<file path="src/verilog/senctl_pkg.sv">
package senctl_pkg;

	////////////////////////////////////////////////////////////////////////
	// Host address map (byte addresses on the expansion slot)
	localparam logic [31:0] CTRL_ADDR = 32'h2900_0000;
	localparam logic [31:0] X_ZERO_ADDR = 32'h2900_0004;
	localparam logic [31:0] Y_ZERO_ADDR = 32'h2900_0008;
	localparam logic [31:0] BATT_ADDR = 32'h2900_000c;
	localparam logic [31:0] X_SET_ADDR = 32'h2900_0012;
	localparam logic [31:0] Y_SET_ADDR = 32'h2900_001a;
	localparam logic [31:0] X_RST_ADDR = 32'h2900_0022;
	localparam logic [31:0] Y_RST_ADDR = 32'h2900_002a;
	localparam logic [31:0] TEMP_ADDR = 32'h2900_0032;
	localparam logic [31:0] PRES_ADDR = 32'h2900_0042;
	localparam logic [31:0] HALFWORD_STEP = 32'h0000_0002;

	////////////////////////////////////////////////////////////////////////
	// Control and status register layout
	localparam int EXEC_BIT = 5;
	localparam int DONE_BIT = 4;
	localparam int BATT_BIT = 2;
	localparam int RANGE_HI_BIT = 1;
	localparam int RANGE_LO_BIT = 0;
	localparam logic DONE_RESET = 1'h1;
	localparam logic BATT_RESET = 1'h0;
	localparam logic [1:0] RANGE_RESET = 2'h0;
	localparam logic [1:0] RANGE_ONE = 2'h1;
	localparam logic [1:0] RANGE_TWO = 2'h2;
	localparam logic [1:0] RANGE_THREE = 2'h3;

	////////////////////////////////////////////////////////////////////////
	// Result store geometry and timing
	localparam int SRAM_AW = 18;
	localparam logic [1:0] GROUP_SAMPLES = 2'h3;
	localparam logic [1:0] SINGLE_SAMPLES = 2'h1;
	localparam int CLK_PERIOD_NS = 50;
	localparam int WR_PULSE_NS = 100;
	localparam int WR_PULSE_CYC =
		(WR_PULSE_NS + CLK_PERIOD_NS - 1) / CLK_PERIOD_NS;
	localparam int SYNC_STAGES = 3;
	localparam int KIND_COUNT = 9;

	typedef enum logic [3:0]
	{
		SK_X_ZERO,
		SK_Y_ZERO,
		SK_BATT,
		SK_X_SET,
		SK_Y_SET,
		SK_X_RST,
		SK_Y_RST,
		SK_TEMP,
		SK_PRES
	} senctl_kind_t;

	typedef struct packed
	{
		senctl_kind_t kind;
		logic [15:0] data;
	} senctl_sample_t;

	typedef struct packed
	{
		logic [SRAM_AW-1:0] addr;
		logic [15:0] wdata;
		logic drive;
		logic ce_n;
		logic oe_n;
		logic we_n;
	} senctl_sram_t;

	// Byte address of a slot's first result word
	function automatic logic [31:0] kind_base(senctl_kind_t k);
		unique case (k)
			SK_X_ZERO: return X_ZERO_ADDR;
			SK_Y_ZERO: return Y_ZERO_ADDR;
			SK_BATT: return BATT_ADDR;
			SK_X_SET: return X_SET_ADDR;
			SK_Y_SET: return Y_SET_ADDR;
			SK_X_RST: return X_RST_ADDR;
			SK_Y_RST: return Y_RST_ADDR;
			SK_TEMP: return TEMP_ADDR;
			SK_PRES: return PRES_ADDR;
			default: return X_ZERO_ADDR;
		endcase
	endfunction : kind_base

	function automatic logic [1:0] kind_len(senctl_kind_t k);
		if (k == SK_X_ZERO || k == SK_Y_ZERO || k == SK_BATT)
			return SINGLE_SAMPLES;
		return GROUP_SAMPLES;
	endfunction : kind_len

	// SRAM halfword index of a host byte address
	function automatic logic [SRAM_AW-1:0] sram_word(logic [31:0] a);
		logic [31:0] d;
		d = a - CTRL_ADDR;
		return d[SRAM_AW:1];
	endfunction : sram_word

endpackage : senctl_pkg

</file>
<file path="src/verilog/senctl_sram_mux.sv">
`timescale 1ns/100ps

module senctl_sram_mux
(
	// Clock and reset
	input wire logic core_clk,
	input wire logic resetn,
	// Owner select: high hands the bus to the host
	input wire logic done,
	// Candidate drivers
	input wire senctl_pkg::senctl_sram_t dev,
	input wire senctl_pkg::senctl_sram_t host,
	// SRAM pins
	output logic [senctl_pkg::SRAM_AW-1:0] sram_addr,
	output logic [15:0] sram_dq_out,
	output logic sram_dq_oe_n,
	output logic sram_ce_n,
	output logic sram_oe_n,
	output logic sram_we_n
);

	senctl_pkg::senctl_sram_t sel;

	assign sel = done ? host : dev;

	// Registered pins keep glitches off the SRAM strobes at handover
	always_ff @(posedge core_clk or negedge resetn)
	begin
		if (!resetn)
		begin
			sram_addr <= '0;
			sram_dq_out <= 16'h0000;
			sram_dq_oe_n <= 1'h1;
			sram_ce_n <= 1'h1;
			sram_oe_n <= 1'h1;
			sram_we_n <= 1'h1;
		end
		else
		begin
			sram_addr <= sel.addr;
			sram_dq_out <= sel.wdata;
			sram_dq_oe_n <= !sel.drive;
			sram_ce_n <= sel.ce_n;
			sram_oe_n <= sel.oe_n;
			sram_we_n <= sel.we_n;
		end
	end

endmodule : senctl_sram_mux

</file>
<file path="src/verilog/senctl_top.sv">
`timescale 1ns/100ps

module senctl_top
(
	// Clock and reset
	input wire logic core_clk,
	input wire logic resetn,
	// Expansion slot host bus (asynchronous pins)
	input wire logic host_cs_n,
	input wire logic host_we_n,
	input wire logic host_oe_n,
	input wire logic [31:0] host_addr,
	input wire logic [15:0] host_wdata,
	output logic [7:0] host_rdata,
	output logic host_rdata_oe_n,
	// Acquisition engine, same clock
	output logic acquire_start,
	input wire logic acquire_finished,
	input wire logic sample_valid,
	input wire senctl_pkg::senctl_sample_t sample,
	output logic sample_ready,
	// Analog controls
	output logic battery_enable,
	output logic range_one_select_out,
	output logic range_two_select_out,
	output logic range_three_select_out,
	// SRAM pins
	output logic [senctl_pkg::SRAM_AW-1:0] sram_addr,
	output logic [15:0] sram_dq_out,
	output logic sram_dq_oe_n,
	output logic sram_ce_n,
	output logic sram_oe_n,
	output logic sram_we_n
);

	////////////////////////////////////////////////////////////////////////
	// Strobe synchronisers: three stages, accept once stages 2 and 3 agree
	localparam int NSTB = 3;

	logic [NSTB-1:0] stb_pin;
	logic [NSTB-1:0] stb_act;
	logic [NSTB-1:0] stb_prev;

	assign stb_pin = {!host_oe_n, !host_we_n, !host_cs_n};

	genvar g;
	generate
		for (g = 0; g < NSTB; g++)
		begin : g_sync
			logic [senctl_pkg::SYNC_STAGES-1:0] sh;
			always_ff @(posedge core_clk or negedge resetn)
			begin
				if (!resetn)
					sh <= '0;
				else
					sh <= {sh[senctl_pkg::SYNC_STAGES-2:0], stb_pin[g]};
			end
			always_ff @(posedge core_clk or negedge resetn)
			begin
				if (!resetn)
				begin
					stb_act[g] <= 1'h0;
					stb_prev[g] <= 1'h0;
				end
				else
				begin
					if (sh[1] == sh[2])
						stb_act[g] <= sh[2];
					stb_prev[g] <= stb_act[g];
				end
			end
		end
	endgenerate

	wire cs_act = stb_act[0];
	wire we_rise = stb_act[1] && !stb_prev[1];
	wire oe_act = stb_act[2];
	wire is_ctrl = host_addr == senctl_pkg::CTRL_ADDR;
	wire ctrl_wr = cs_act && we_rise && is_ctrl;
	wire ctrl_rd = cs_act && oe_act && is_ctrl;

	////////////////////////////////////////////////////////////////////////
	// Control and status register
	logic exec_req;
	logic done;
	logic batt;
	logic [1:0] range_sel;
	logic finish_pending;
	logic [7:0] ctrl_view;

	wire exec_wr = ctrl_wr && host_wdata[senctl_pkg::EXEC_BIT];
	// A request while a cycle runs is dropped; nothing queues behind it
	wire accept = exec_wr && done;
	wire wr_idle;
	wire finish_now = finish_pending && wr_idle;

	always_comb
	begin
		ctrl_view = 8'h00;
		ctrl_view[senctl_pkg::EXEC_BIT] = exec_req;
		ctrl_view[senctl_pkg::DONE_BIT] = done;
		ctrl_view[senctl_pkg::BATT_BIT] = batt;
		ctrl_view[senctl_pkg::RANGE_HI_BIT] = range_sel[1];
		ctrl_view[senctl_pkg::RANGE_LO_BIT] = range_sel[0];
	end

	always_ff @(posedge core_clk or negedge resetn)
	begin
		if (!resetn)
		begin
			batt <= senctl_pkg::BATT_RESET;
			range_sel <= senctl_pkg::RANGE_RESET;
		end
		else if (ctrl_wr)
		begin
			batt <= host_wdata[senctl_pkg::BATT_BIT];
			range_sel <= {host_wdata[senctl_pkg::RANGE_HI_BIT],
				host_wdata[senctl_pkg::RANGE_LO_BIT]};
		end
	end

	always_ff @(posedge core_clk or negedge resetn)
	begin
		if (!resetn)
		begin
			exec_req <= 1'h0;
			done <= senctl_pkg::DONE_RESET;
			acquire_start <= 1'h0;
		end
		else
		begin
			acquire_start <= accept;
			if (finish_now)
			begin
				done <= 1'h1;
				exec_req <= 1'h0;
			end
			else if (accept)
			begin
				done <= 1'h0;
				exec_req <= 1'h1;
			end
		end
	end

	// Finish is held until the last result write has left the bus
	always_ff @(posedge core_clk or negedge resetn)
	begin
		if (!resetn)
			finish_pending <= 1'h0;
		else if (finish_now)
			finish_pending <= 1'h0;
		else if (acquire_finished && !done)
			finish_pending <= 1'h1;
	end

	always_ff @(posedge core_clk or negedge resetn)
	begin
		if (!resetn)
		begin
			host_rdata <= 8'h00;
			host_rdata_oe_n <= 1'h1;
		end
		else
		begin
			host_rdata <= ctrl_rd ? ctrl_view : 8'h00;
			host_rdata_oe_n <= !ctrl_rd;
		end
	end

	////////////////////////////////////////////////////////////////////////
	// Analog controls
	always_ff @(posedge core_clk or negedge resetn)
	begin
		if (!resetn)
		begin
			battery_enable <= 1'h0;
			range_one_select_out <= 1'h0;
			range_two_select_out <= 1'h0;
			range_three_select_out <= 1'h0;
		end
		else
		begin
			battery_enable <= batt;
			range_one_select_out <= range_sel == senctl_pkg::RANGE_ONE;
			range_two_select_out <= range_sel == senctl_pkg::RANGE_TWO;
			range_three_select_out <=
				range_sel == senctl_pkg::RANGE_THREE;
		end
	end

	////////////////////////////////////////////////////////////////////////
	// Result writer
	typedef enum logic [1:0] {WR_IDLE, WR_SETUP, WR_PULSE, WR_HOLD}
		senctl_wr_state_t;

	senctl_wr_state_t wr_state;
	logic [1:0] wr_cnt;
	logic [1:0] fill [senctl_pkg::KIND_COUNT];
	logic [31:0] wr_byte;
	logic [15:0] wr_data;

	wire [3:0] kidx = sample.kind;
	wire take = sample_valid && sample_ready;
	// Samples past a slot's length are accepted but not stored
	wire room = fill[kidx] < senctl_pkg::kind_len(sample.kind);
	wire [31:0] slot_byte = senctl_pkg::kind_base(sample.kind)
		+ {30'h0, fill[kidx]} * senctl_pkg::HALFWORD_STEP;
	wire [1:0] pulse_last = 2'(senctl_pkg::WR_PULSE_CYC - 1);

	assign wr_idle = wr_state == WR_IDLE;
	assign sample_ready = wr_idle && !done;

	always_ff @(posedge core_clk or negedge resetn)
	begin
		if (!resetn)
		begin
			wr_state <= WR_IDLE;
			wr_cnt <= 2'h0;
			wr_byte <= 32'h0000_0000;
			wr_data <= 16'h0000;
		end
		else
		begin
			unique case (wr_state)
				WR_IDLE:
					if (take && room)
					begin
						wr_byte <= slot_byte;
						wr_data <= sample.data;
						wr_state <= WR_SETUP;
					end
				WR_SETUP:
				begin
					wr_cnt <= 2'h0;
					wr_state <= WR_PULSE;
				end
				WR_PULSE:
					if (wr_cnt == pulse_last)
						wr_state <= WR_HOLD;
					else
						wr_cnt <= wr_cnt + 2'h1;
				WR_HOLD:
					wr_state <= WR_IDLE;
			endcase
		end
	end

	generate
		for (g = 0; g < senctl_pkg::KIND_COUNT; g++)
		begin : g_fill
			always_ff @(posedge core_clk or negedge resetn)
			begin
				if (!resetn)
					fill[g] <= 2'h0;
				else if (accept)
					fill[g] <= 2'h0;
				else if (take && room && kidx == g)
					fill[g] <= fill[g] + 2'h1;
			end
		end
	endgenerate

	////////////////////////////////////////////////////////////////////////
	// SRAM ownership
	senctl_pkg::senctl_sram_t dev_bus;
	senctl_pkg::senctl_sram_t host_bus;

	assign dev_bus.addr = senctl_pkg::sram_word(wr_byte);
	assign dev_bus.wdata = wr_data;
	assign dev_bus.drive = !wr_idle;
	assign dev_bus.ce_n = wr_idle;
	assign dev_bus.oe_n = 1'h1;
	assign dev_bus.we_n = wr_state != WR_PULSE;

	// Host drives data on the shared bus itself; only address and control are steered
	assign host_bus.addr = senctl_pkg::sram_word(host_addr);
	assign host_bus.wdata = 16'h0000;
	assign host_bus.drive = 1'h0;
	assign host_bus.ce_n = !(cs_act && !is_ctrl);
	assign host_bus.oe_n = !(oe_act && cs_act && !is_ctrl);
	assign host_bus.we_n = !(stb_act[1] && cs_act && !is_ctrl);

	senctl_sram_mux u_mux
	(
		.core_clk(core_clk),
		.resetn(resetn),
		.done(done),
		.dev(dev_bus),
		.host(host_bus),
		.sram_addr(sram_addr),
		.sram_dq_out(sram_dq_out),
		.sram_dq_oe_n(sram_dq_oe_n),
		.sram_ce_n(sram_ce_n),
		.sram_oe_n(sram_oe_n),
		.sram_we_n(sram_we_n)
	);

endmodule : senctl_top

</file>
<file path="config.mk">
export PLATFORM = sky130hd
export DESIGN_NAME = senctl_top
export DESIGN_NICKNAME = d
export VERILOG_FILES = /design/src/verilog/senctl_pkg.sv /design/src/verilog/senctl_sram_mux.sv /design/src/verilog/senctl_top.sv
export SDC_FILE = /design/constraint.sdc
export NUM_CORES = 1
export LEC_CHECK = 0
export BUFFER_PORTS_ARGS = -buffer_cell sky130_fd_sc_hd__buf_2
export CAP_MARGIN = 20
export CORE_AREA = 2 2 100 102
export CTS_BUF_LIST = sky130_fd_sc_hd__clkbuf_8
export DETAILED_ROUTE_END_ITERATION = 12
export DIE_AREA = 0 0 102 104
export PLACE_DENSITY = 0.86
export SLEW_MARGIN = 20
export SYNTH_ARGS = -nofsm -noshare
export SYNTH_HDL_FRONTEND = slang
export SYNTH_HIERARCHICAL = 1
export SYNTH_SLANG_ARGS = --single-unit
</file>
<file path="constraint.sdc">
create_clock -name core_clk -period 3.3 [get_ports core_clk]
set_input_delay 0.33 -clock core_clk [delete_from_list [all_inputs] [get_ports core_clk]]
set_output_delay 0.33 -clock core_clk [all_outputs]
set_load 0.05 [all_outputs]
</file>
Yosys cells after proc, flatten, opt, wreduce, memory -nomap -nowiden

Memory sizes are Yosys's and may differ from the RTL's.
Cells that the tools add are included.

Flip-flop bits (word level): 126
Latch bits: 0
Memory bits (writable): 0
Bits in read-only memories: 96
Bits of input ports: 75
Output and inout port bits: 53
Word-level logic and storage cells: 171
Memories kept: 1

$add $sub $neg: 13
Multiply operators: 0
Divide/modulo/power cells: 0
Magnitude comparators: 2
Eq/ne operators: 23
Shift-type cells: 0
Mux-type cells: 37
Bitwise gates (word level): 1
Reduce and logical (&&, ||, !) cells: 56

Memories:

| name            | words | width | read ports | clocked after Yosys merged registers in | write ports | RTL line         | text |
|---|---|---|---|---|---|---|---|
| (no name shown) | 16    | 6     | 1          | 0                                       | 0           | senctl_pkg.sv:74 | `unique case (k)` |

Operators by type and width:

| cell                  | count |
|---|---|
| $mux 2                | 25 |
| $mux 38               | 1 |
| $sub 19x1->19 const B | 2 |
| $eq 32x30->1 const B  | 1 |
| $logic_and 1x1->1     | 25 |
| $reduce_bool 2->1     | 12 |
| $add 2x1->2 const B   | 10 |
| $add 19x3->19         | 1 |
| $eq 4x3->1 const B    | 4 |
| $logic_not 1->1       | 12 |
| $bmux 2 s4            | 1 |
| $eq 2x2->1 const B    | 4 |
| $eq 4x2->1 const B    | 2 |
| $pmux 2 s4            | 1 |
| $mux 1                | 7 |
| $eq 2x1->1 const B    | 3 |
| $mux 6                | 1 |
| $ne 2x2->1 const B    | 3 |
| $reduce_and 2->1      | 3 |
| $ge 5x5->1 const B    | 1 |
| $not 4->5             | 1 |
| $eq 4x1->1 const B    | 1 |
| $eq 4x4->1 const B    | 1 |
| $logic_not 4->1       | 1 |
| other kinds (6)       | 9 |

Longest topological paths before layout

Gate-level depths: netlist of the first run.

Depth in word-level cells: 10
Gate-level depth with buffers: 13
Mapped depth without buffers: 11

By module

The synthesis of the first run kept the hierarchy.

By module, submodules not included:

| module          | instances | cells each | area each (µm²) | seq. area each (µm²) |
|---|---|---|---|---|
| senctl_top      | 1         | 313        | 3,631.0         | 1,879.3 |
| senctl_sram_mux | 1         | 80         | 1,496.4         | 955.9 |

Worst setup path after synthesis of the first run

OpenSTA, ideal clock, no wires.

Kind: flip-flop to flip-flop
From: register wr_state[0]
To: register fill[11] (netlist bit)
Setup time: 0.129 ns
Arrival: 2.600 ns
Path slack: 0.571 ns
Cell stages (with the launch flop): 9
Buffers on the path: 1
Period minus slack after synthesis: 2.729 ns
Path through: dfrtp_1 > inv_1 > ha_1 > nor2b_1 > nand3_1 > nor2_1 > clkbuf_1 > o2111ai_1 > mux2i_1

RTL lines:

| element                       | RTL line          | text |
|---|---|---|
| start, declared               | senctl_top.sv:197 | `senctl_wr_state_t wr_state;` |
| start signal, assigned        | senctl_top.sv:218 | `wr_state <= WR_IDLE;` |
| start signal, assigned        | senctl_top.sv:231 | `wr_state <= WR_SETUP;` |
| start signal, assigned        | senctl_top.sv:236 | `wr_state <= WR_PULSE;` |
| end signal, assigned by index | senctl_top.sv:259 | `fill[g] <= fill[g] + 2'h1;` |
| end, declared                 | senctl_top.sv:199 | `logic [1:0] fill [senctl_pkg::KIND_COUNT];` |

Worst setup path after layout of the first run

From: register fill[3] (netlist bit)
To: register fill[17] (netlist bit)

Cells in the longest elaborated chain, start to end: 7

Ends and longest elaborated chain:

| element                                   | RTL line          | text |
|---|---|---|
| $bmux 2 s4                                | senctl_top.sv:206 | `wire room = fill[kidx] < senctl_pkg::kind_len(sample.kind);` |
| $mux 2 (not written as such) (2 in a row) | senctl_top.sv:206 |  |
| $lt 2x2->1                                | senctl_top.sv:206 |  |
| $logic_and 1x1->1 (2 in a row)            | senctl_top.sv:258 | `else if (take && room && kidx == g)` |
| $reduce_bool 2->1 (no source line)        | n/a               |  |

Every way passes these cells. The select of a mux whose other input is x is not followed.
A chain may end at the register's enable or synchronous reset.

==> results of run 1 <==
-- cell type report --
type	count	area share, %
multi-input cells	269	34.7
well taps	133	2.62
clock buffers	17	3.68
repair buffers	123	10.5
flip-flops and latches	113	44.6
clock inverters	15	2.89
inverters	18	1.06
-- cells by family after synthesis --
group | Yosys count | share of synthesized area [%]
DFF | 113 | 55.3
muxes | 79 | 18.8
xor gates and xnor gates | 4 | 0.683
AOI/OAI and AO/OA | 58 | 8.64
and+or+nand+nor | 80 | 8.61
other | 2 | 0.146
adders and majority gates | 16 | 3.90
buffers and inverters | 41 | 3.95
-- power by group through the flow --
stage | registers (W) | clock network [W] | logic (W)
floorplan | 0.00233 | 0 | 0.000754
detailed placement | 0.00193 | 0 | 0.00152
global placement | 0.00190 | 0 | 0.00148
CTS | 0.00191 | 0.00139 | 0.00154
global route | 0.00195 | 0.00147 | 0.00164
finish | 0.00191 | 0.00136 | 0.00153
-- worst max-delay path by stage --
stage / startpoint / to / cells past startpoint
3_5_place_dp: sample[16] / fill[17] / 14
2_1_floorplan: wr_state[0] / fill[11] / 8
5_1_grt: fill[3] / fill[17] / 10
4_1_cts: fill[3] / fill[17] / 10
3_3_place_gp: sample[16] / fill[17] / 14
6_report: fill[3] / fill[17] / 10
-- state kept, by name, summed over array words and instances (netlist names), 2 cells and up --
| signal | flops |
|---|---|
| fill | 18 |
| g_sync.sh | 9 |
| host_rdata | 5 |
| range_sel | 2 |
| u_mux/sram_addr | 18 |
| u_mux/sram_dq_out | 16 |
| wr_byte | 7 |
| wr_cnt | 2 |
| wr_data | 16 |
| wr_state | 2 |
-- through the flow --
step / instances / setup WS, ns / utilization (%) / instance area [µm²] / hold slack [ns]
floorplan: 423 / 0.571 / - / 5240 / 0.0344
finish: 688 / 0.523 / 66.6 / 6360 / 0.0360
CTS: 688 / 0.557 / 66.6 / 6360 / 0.00915
global route: 688 / 0.351 / 66.6 / 6360 / 0.0112
detailed placement: 656 / 0.364 / 62.3 / 5940 / 0.336
global placement: 656 / 0.420 / 62.3 / 5940 / 0.333
-- layer usage --
metal | wire length, µm | up-vias | part of all wire [%] | GRT usage [%]
li1 | - | 1681 | - | -
met1 | 4610 | 1793 | 43 | 26.4
met2 | 5450 | 115 | 50 | 35.1
met3 | 572 | 14 | 5.3 | 5.91
met4 | 178 | 0 | 1.6 | 8.48
met5 | 0 | - | 0 | 0
-- layout by cell type (no fill, tap or decap), drive strengths merged, types with 4 or more instances in the layout --
| cell | n |
|---|---|
| clkinvlp | 4 |
| buf | 123 |
| nand2 | 20 |
| clkbuf | 17 |
| mux2i | 14 |
| o2111ai | 11 |
| nand2b | 12 |
| dfstp | 6 |
| o311ai | 7 |
| conb | 32 |
| ha | 12 |
| dfrtp | 107 |
| inv | 23 |
| o31ai | 9 |
| mux2 | 64 |
| nor4 | 5 |
| a21oi | 5 |
| nor2 | 11 |
| o21ai | 7 |
| and4 | 4 |
| nor2b | 6 |
| and2 | 8 |
-- worst register-to-register path, stage by stage (launching register included) --
cell	delay (ns)
dfrtp_1	0.40
mux4_2	0.46
nor2b_1	0.16
a21o_1	0.24
ha_1	0.21
inv_1	0.08
nand3_1	0.14
o22ai_1	0.34
buf_4	0.24
o2111ai_1	0.21
mux2i_1	0.18
==> impl_results.md, run 1 <==
* Multi-input gate area at between 2000 and 2500 µm²
* DRC Markers at 0
* Die height at approximately 100 µm
* TritonCTS clock tree: built
* Worst R2R Path Depth at 10
* Core area at approximately 9500 µm²
* Total Routing Usage GR at between 20% and 30%
* Measured slew at the worst slew-check pin at 0.932 ns
* Overall power at between 0.004 and 0.005 W
* GR Overflow Total at 0
* Clock skew at roughly 0.008 ns
* FF-to-FF Start: fill[3]
* Top cell type by total area after synthesis: dfrtp_1
* RR Endpoint: fill[17]
* Setup TNS at 0 ns
* NetSw at roughly 0.0017 W
* Cells after Synth at approximately 390
* Largest net degree at the start of global routing at 74
* Sequential area share after synthesis at between 50 and 60%
* DRT Wirelength at about 11 mm
* RSZ-0062 raised after global routing: no
* Commonest cells in the netlist: dfrtp_1, mux2_2, mux2_4
* Post-CTS Resized at 0
* Max-slew violations at 0
* Yosys reg bits at ~110
* Area Growth Syn to Fin at 24.1%
* WP buf/inv at 2
* Count leader, synth: dfrtp_1
* CTS H-tree depth at 4
* Diodes inserted at 0
* Power per cell area at about 750 nW/µm²
* Logic pwr share at a little under a third
* Initial antenna violation count at 0
* Die width at just over 100 µm
* Netlist cell types at 52
* IO Count at approximately 130
* # setup viols final at 0
* Top FF cell, synth: dfrtp_1
* Kind of critical path: flop to flop
* CP cell instances: mux4_2, nor2b_1, a21o_1, ha_1, inv_1, nand3_1, o22ai_1, buf_4, o2111ai_1, mux2i_1
* Asr flop ratio synth at 100%
* Status: completed
* Startpoint types: flop
* Die area at 10,600 µm²
* Detailed Routing Iterations Pass 1 at 4
* # Post-CTS Setup Buffers at 0
* Share of cells above drive strength 1 at between 40% and 50%
* Pleak at 3.22 nW
* Delay-heaviest family, CP: compound AO/OA/AOI/OAI gates
* Clk pwr share at 28.4%
* Starting Density at about 54%
* Sw Share at a little over a third
* Detailed placement HPWL at 7.69 mm
* Maximum clock rate at 360 MHz
* Final hold vios at 0
* Worst skew pair latency at about 0.42 ns
* Max-slew headroom at 37.9%
* Hold_buf cts at 0
* Peak VDD IR at around 0.56 mV
* IO Port Bufs at between 100 and 150
* Worst min path class: primary input to async pin
* Arrival time worst endpoint at just over 3 ns
* Area contributors post-synth: dfrtp_1, mux2_2, mux2_4, dfstp_2, ha_1
* Root buf cell: clkbuf_8
* Crit path time final at 2.78 ns
* Number of max-cap violations at 0
* Number of synthesized flops with an enable pin at 0
* Top cell type's share of synthesized area at between 50% and 60%
* Slowest-stage cell, CP: mux4_2
* First-pass GRT wire length at ~17 mm
* CTS clk-pin slew, worst paths at around 0.070 ns
* Post-Syn Area per Cell at 13.0 µm²
* Mapped Area at a little over 5000 µm²
* DRT iter0 DRCs at ~150
* R2r setup slk at about 0.52 ns
* Reg area at around 2800 µm²
* Total clock sinks at 113
* Final routed wire length divided by cell count at 15.7 µm
* Nets at 630
* CTS Buffer Depth at 2
* FILL cells at approximately 730
* Internal power at slightly above 0.003 W
* Crit. End Element: flop
* Synth warn at 6
* Slowest cell delay on critical path at 0.46 ns
* Req. time, crit path at 3.59 ns
* Post-route ant nets at 0
* Max FO, Critical Path at 10
* Vias/cell at ~5.2
* Flop pwr share at 39.7%
* Vias in the first global route at approximately 3,700
* CTS Buf Count at 17
* Row cnt at 36
* Vias at 3,603
* Crit share post-route at about 84%
* GPL Wtd Cong at just under 0.9
Power figures use the tool's default switching activity.
==> run 2, diff against run 1 <==
--- a/config.mk
+++ b/config.mk
@@ -5,12 +5,13 @@
 export SDC_FILE = /design/constraint.sdc
 export NUM_CORES = 1
 export LEC_CHECK = 0
+export ABC_AREA = 1
 export BUFFER_PORTS_ARGS = -buffer_cell sky130_fd_sc_hd__buf_2
 export CAP_MARGIN = 20
-export CORE_AREA = 2 2 100 102
+export CORE_AREA = 2 2 101 103
 export CTS_BUF_LIST = sky130_fd_sc_hd__clkbuf_8
 export DETAILED_ROUTE_END_ITERATION = 12
-export DIE_AREA = 0 0 102 104
+export DIE_AREA = 0 0 103 105
 export PLACE_DENSITY = 0.86
 export SLEW_MARGIN = 20
 export SYNTH_ARGS = -nofsm -noshare
==> constraint.sdc (replaced) <==
create_clock -name core_clk -period 2.7 [get_ports core_clk]
set_input_delay 0.27 -clock core_clk [delete_from_list [all_inputs] [get_ports core_clk]]
set_output_delay 0.27 -clock core_clk [all_outputs]
set_load 0.05 [all_outputs]
==> impl_results.md, run 2 <==
* Kind of critical path: flop to flop
* Metal2 WL at 6.15 mm (+13%)
* First-pass GRT wire length at 19.7 mm (+13%)
* RR Endpoint: fill[15]
* Number of max-cap violations at 0 (unchanged)
* CTS Buf Count at 17 (unchanged)
* Top FF cell, synth: dfrtp_1
* Die area at 10,800 µm² (+2.0%)
* WHS at 0.0366 ns (+0.000642 ns)
* Final hold vios at 0 (unchanged)
* Number of synthesized flops with an enable pin at 0 (unchanged)
* Vias/cell at 4.89 (-6.7%)
* Commonest non-fill, non-tap cells in the layout: nand2_1, buf_2, dfrtp_1
* CTS H-tree depth at 4 (unchanged)
* Crit path to: fill[15]
* Total clock sinks at 113 (unchanged)
* Area Growth Syn to Fin at 24.3%
* Synth warn at 6 (unchanged)
* Max-slew headroom at 57.0% (+19 points)
* Detailed Routing Iterations Pass 1 at 5 (+1)
* DRT iter0 DRCs at 246 (+67%)
* Initial antenna violation count at 0 (unchanged)
* Measured slew at the worst slew-check pin at 0.644 ns (-0.288 ns)
* DRT Wirelength at 12.3 mm (+13%)
* Crit path time final at 2.18 ns (-0.597 ns)
* Top Registers: fill x18, u_mux/sram_addr x18
* Row cnt at 36 (unchanged)
* Area contributors post-synth: dfrtp_1, nand2_1, nand3_1, inv_1, nor2_1
* Arrival time worst endpoint at 2.49 ns (-0.58 ns)
* Power per cell area at 615 nW/µm² (-18%)
* Commonest cells in the netlist: nand2_1, dfrtp_1, inv_1
* Detailed placement HPWL at 8.80 mm (+14%)
* Worst min path class: primary input to flop
* Post-Layout Inst Area at 6510 µm² (+2.3%)
* R2r setup slk at 0.52 ns (about the same)
* TritonCTS clock tree: built
* Diodes inserted at 0 (unchanged)
* DRC Markers at 0 (unchanged)
* Final routed wire length divided by cell count at 13.4 µm (-15%)
* Post-Syn Area per Cell at 8.45 µm² (-35%)
* # setup viols final at 0 (unchanged)
* Count leader, synth: nand2_1
* Peak VDD IR at 0.320 mV (-43%)
* Root buf cell: clkbuf_8
* Core area at 9640 µm² (+0.94%)
* Vias in the first global route at 4,513 (+23%)
* Status: completed
* Largest net degree at the start of global routing at 51 (-31%)
* Req. time, crit path at 3.00 ns (-0.59 ns)
* Top Metal Used: met4
* Vias at 4,475 (+24%)
* Worst setup path start: fill[7]
* Placed cell areas at 6000 µm² (+0.88%)
* Yosys reg bits at 113 (unchanged)
* # Post-CTS Setup Buffers at 0 (unchanged)
* Mapped Area at 5230 µm² (+2.0%)
* Starting Density at 54.3% (+0.59 points)
* Metal-1 WL at 4.87 mm (+5.6%)
* Maximum clock rate at 459 MHz (+27%)
* FILL cells at 778 (+6.0%)
* Worst R2R Path Depth at 9 (-1)
* Commonest non-fill, non-tap cell in the layout: nand2_1
* Die height at 105 µm (+0.96%)
* CTS Buffer Depth at 2 (unchanged)
* IO Port Bufs at 112 (unchanged)
* Crit share post-route at 80.7% (-3.4 points)
* Worst skew pair latency at 0.42 ns (about the same)
* Clock skew at 0.00994 ns (+0.00194 ns)
* CTS clk-pin slew, worst paths at 0.07 ns (about the same)
* Max-slew violations at 0 (unchanged)
* Share of cells above drive strength 1 at 21.7% (-19 points)
* Nets at 858 (+36%)
* Met3 WL at 956 µm (+67%)
* Layout Utilization at 67.5% (+0.87 points)
* FF-to-FF Start: fill[7]
* Max FO, Critical Path at 6 (-4)
* Asr flop ratio synth at 100% (unchanged)
* Cells after Synth at 619 (+58%)
* RSZ-0062 raised after global routing: no
* GPL Wtd Cong at 0.935 (+8.1%)
* Netlist cell types at 38 (-27%)
* Post-route ant nets at 0 (unchanged)
* GR Overflow Total at 0 (unchanged)
* Crit. End Element: flop
* Startpoint types: flop
* Die width at 103 µm (+0.98%)
* Top cell type's share of synthesized area at 51.2% (-1.0 points)
* Setup TNS at 0 ns (unchanged)
* Total Routing Usage GR at 23.6% (+2.3 points)
* Sequential area share after synthesis at 54.2% (-1.1 points)
* IO Count at 128 (unchanged)
* Top cell type by total area after synthesis: dfrtp_1
* Pleak at 3.71 nW (+15%)
-- run 2: final cells by class --
class | count | area [µm²] | share of cell area [%]
Tap cell | 133 | 166 | 2.56
Inverter | 66 | 250 | 3.85
Multi-Input combinational cell | 449 | 2100 | 32.3
Sequential cell | 113 | 2840 | 43.6
Clock buffer | 18 | 248 | 3.81
Clock inverter | 14 | 221 | 3.40
Timing Repair Buffer | 123 | 681 | 10.5
-- run 2: critical path: stages (launching register included) --
cell     delay, ns
dfrtp_1       0.41
o21ai_0       0.16
o22ai_1       0.10
o21a_1        0.25
ha_1          0.21
and3b_1       0.37
buf_4         0.21
nand3_1       0.14
nand3_1       0.15
nand2_1       0.08
-- run 2: through the flow --
step	total power, W	instances	setup WS (ns)
floorplan	0.00203	649	0.375
global placement	0.00217	880	0.317
detailed placement	0.00218	880	0.213
CTS	0.00403	916	0.555
global route	0.00415	916	0.366
finish	0.00400	916	0.520
-- run 2: cells by family after synthesis --
family	count (synthesis)	synth area share (%)
simple gates	368	29.7
flops	113	54.2
buf+inv	87	7.75
compound gates	21	2.42
fa+ha+maj	16	3.83
xor+xnor	12	2.01
other cells	2	0.144
-- run 2: metal layers --
layer,up-vias,global-route usage [%]
met5,-,0
met4,0,8.65
met3,26,6.49
met2,186,40.3
met1,2085,28.2
li1,2178,-
-- run 2: worst min-delay path by stage --
stage / start / endpoint / slack [ns] / cells past startpoint
2_1_floorplan: resetn / acquire_start / -0.03 / 0
3_3_place_gp: resetn / range_two_select_out / 0.31 / 1
3_5_place_dp: resetn / range_three_select_out / 0.32 / 1
4_1_cts: sample[3] / wr_data[3] / 0.01 / 3
5_1_grt: sample[10] / wr_data[10] / 0.03 / 3
6_report: sample[3] / wr_data[3] / 0.04 / 3
-- run 2: report_power, final --
part / total, W / internal, W / switching, W / leakage [nW]
clock: 0.00185 / 0.00120 / 0.000649 / 0.248
sequential: 0.00176 / 0.00174 / 0.0000167 / 1.44
combinational: 0.000395 / 0.000111 / 0.000284 / 2.03
-- run 2: what timing repair did --
action,in CTS,in global routing
endpoints found under the hold margin,47,0
hold buffers,4,0
resized for setup,0,0
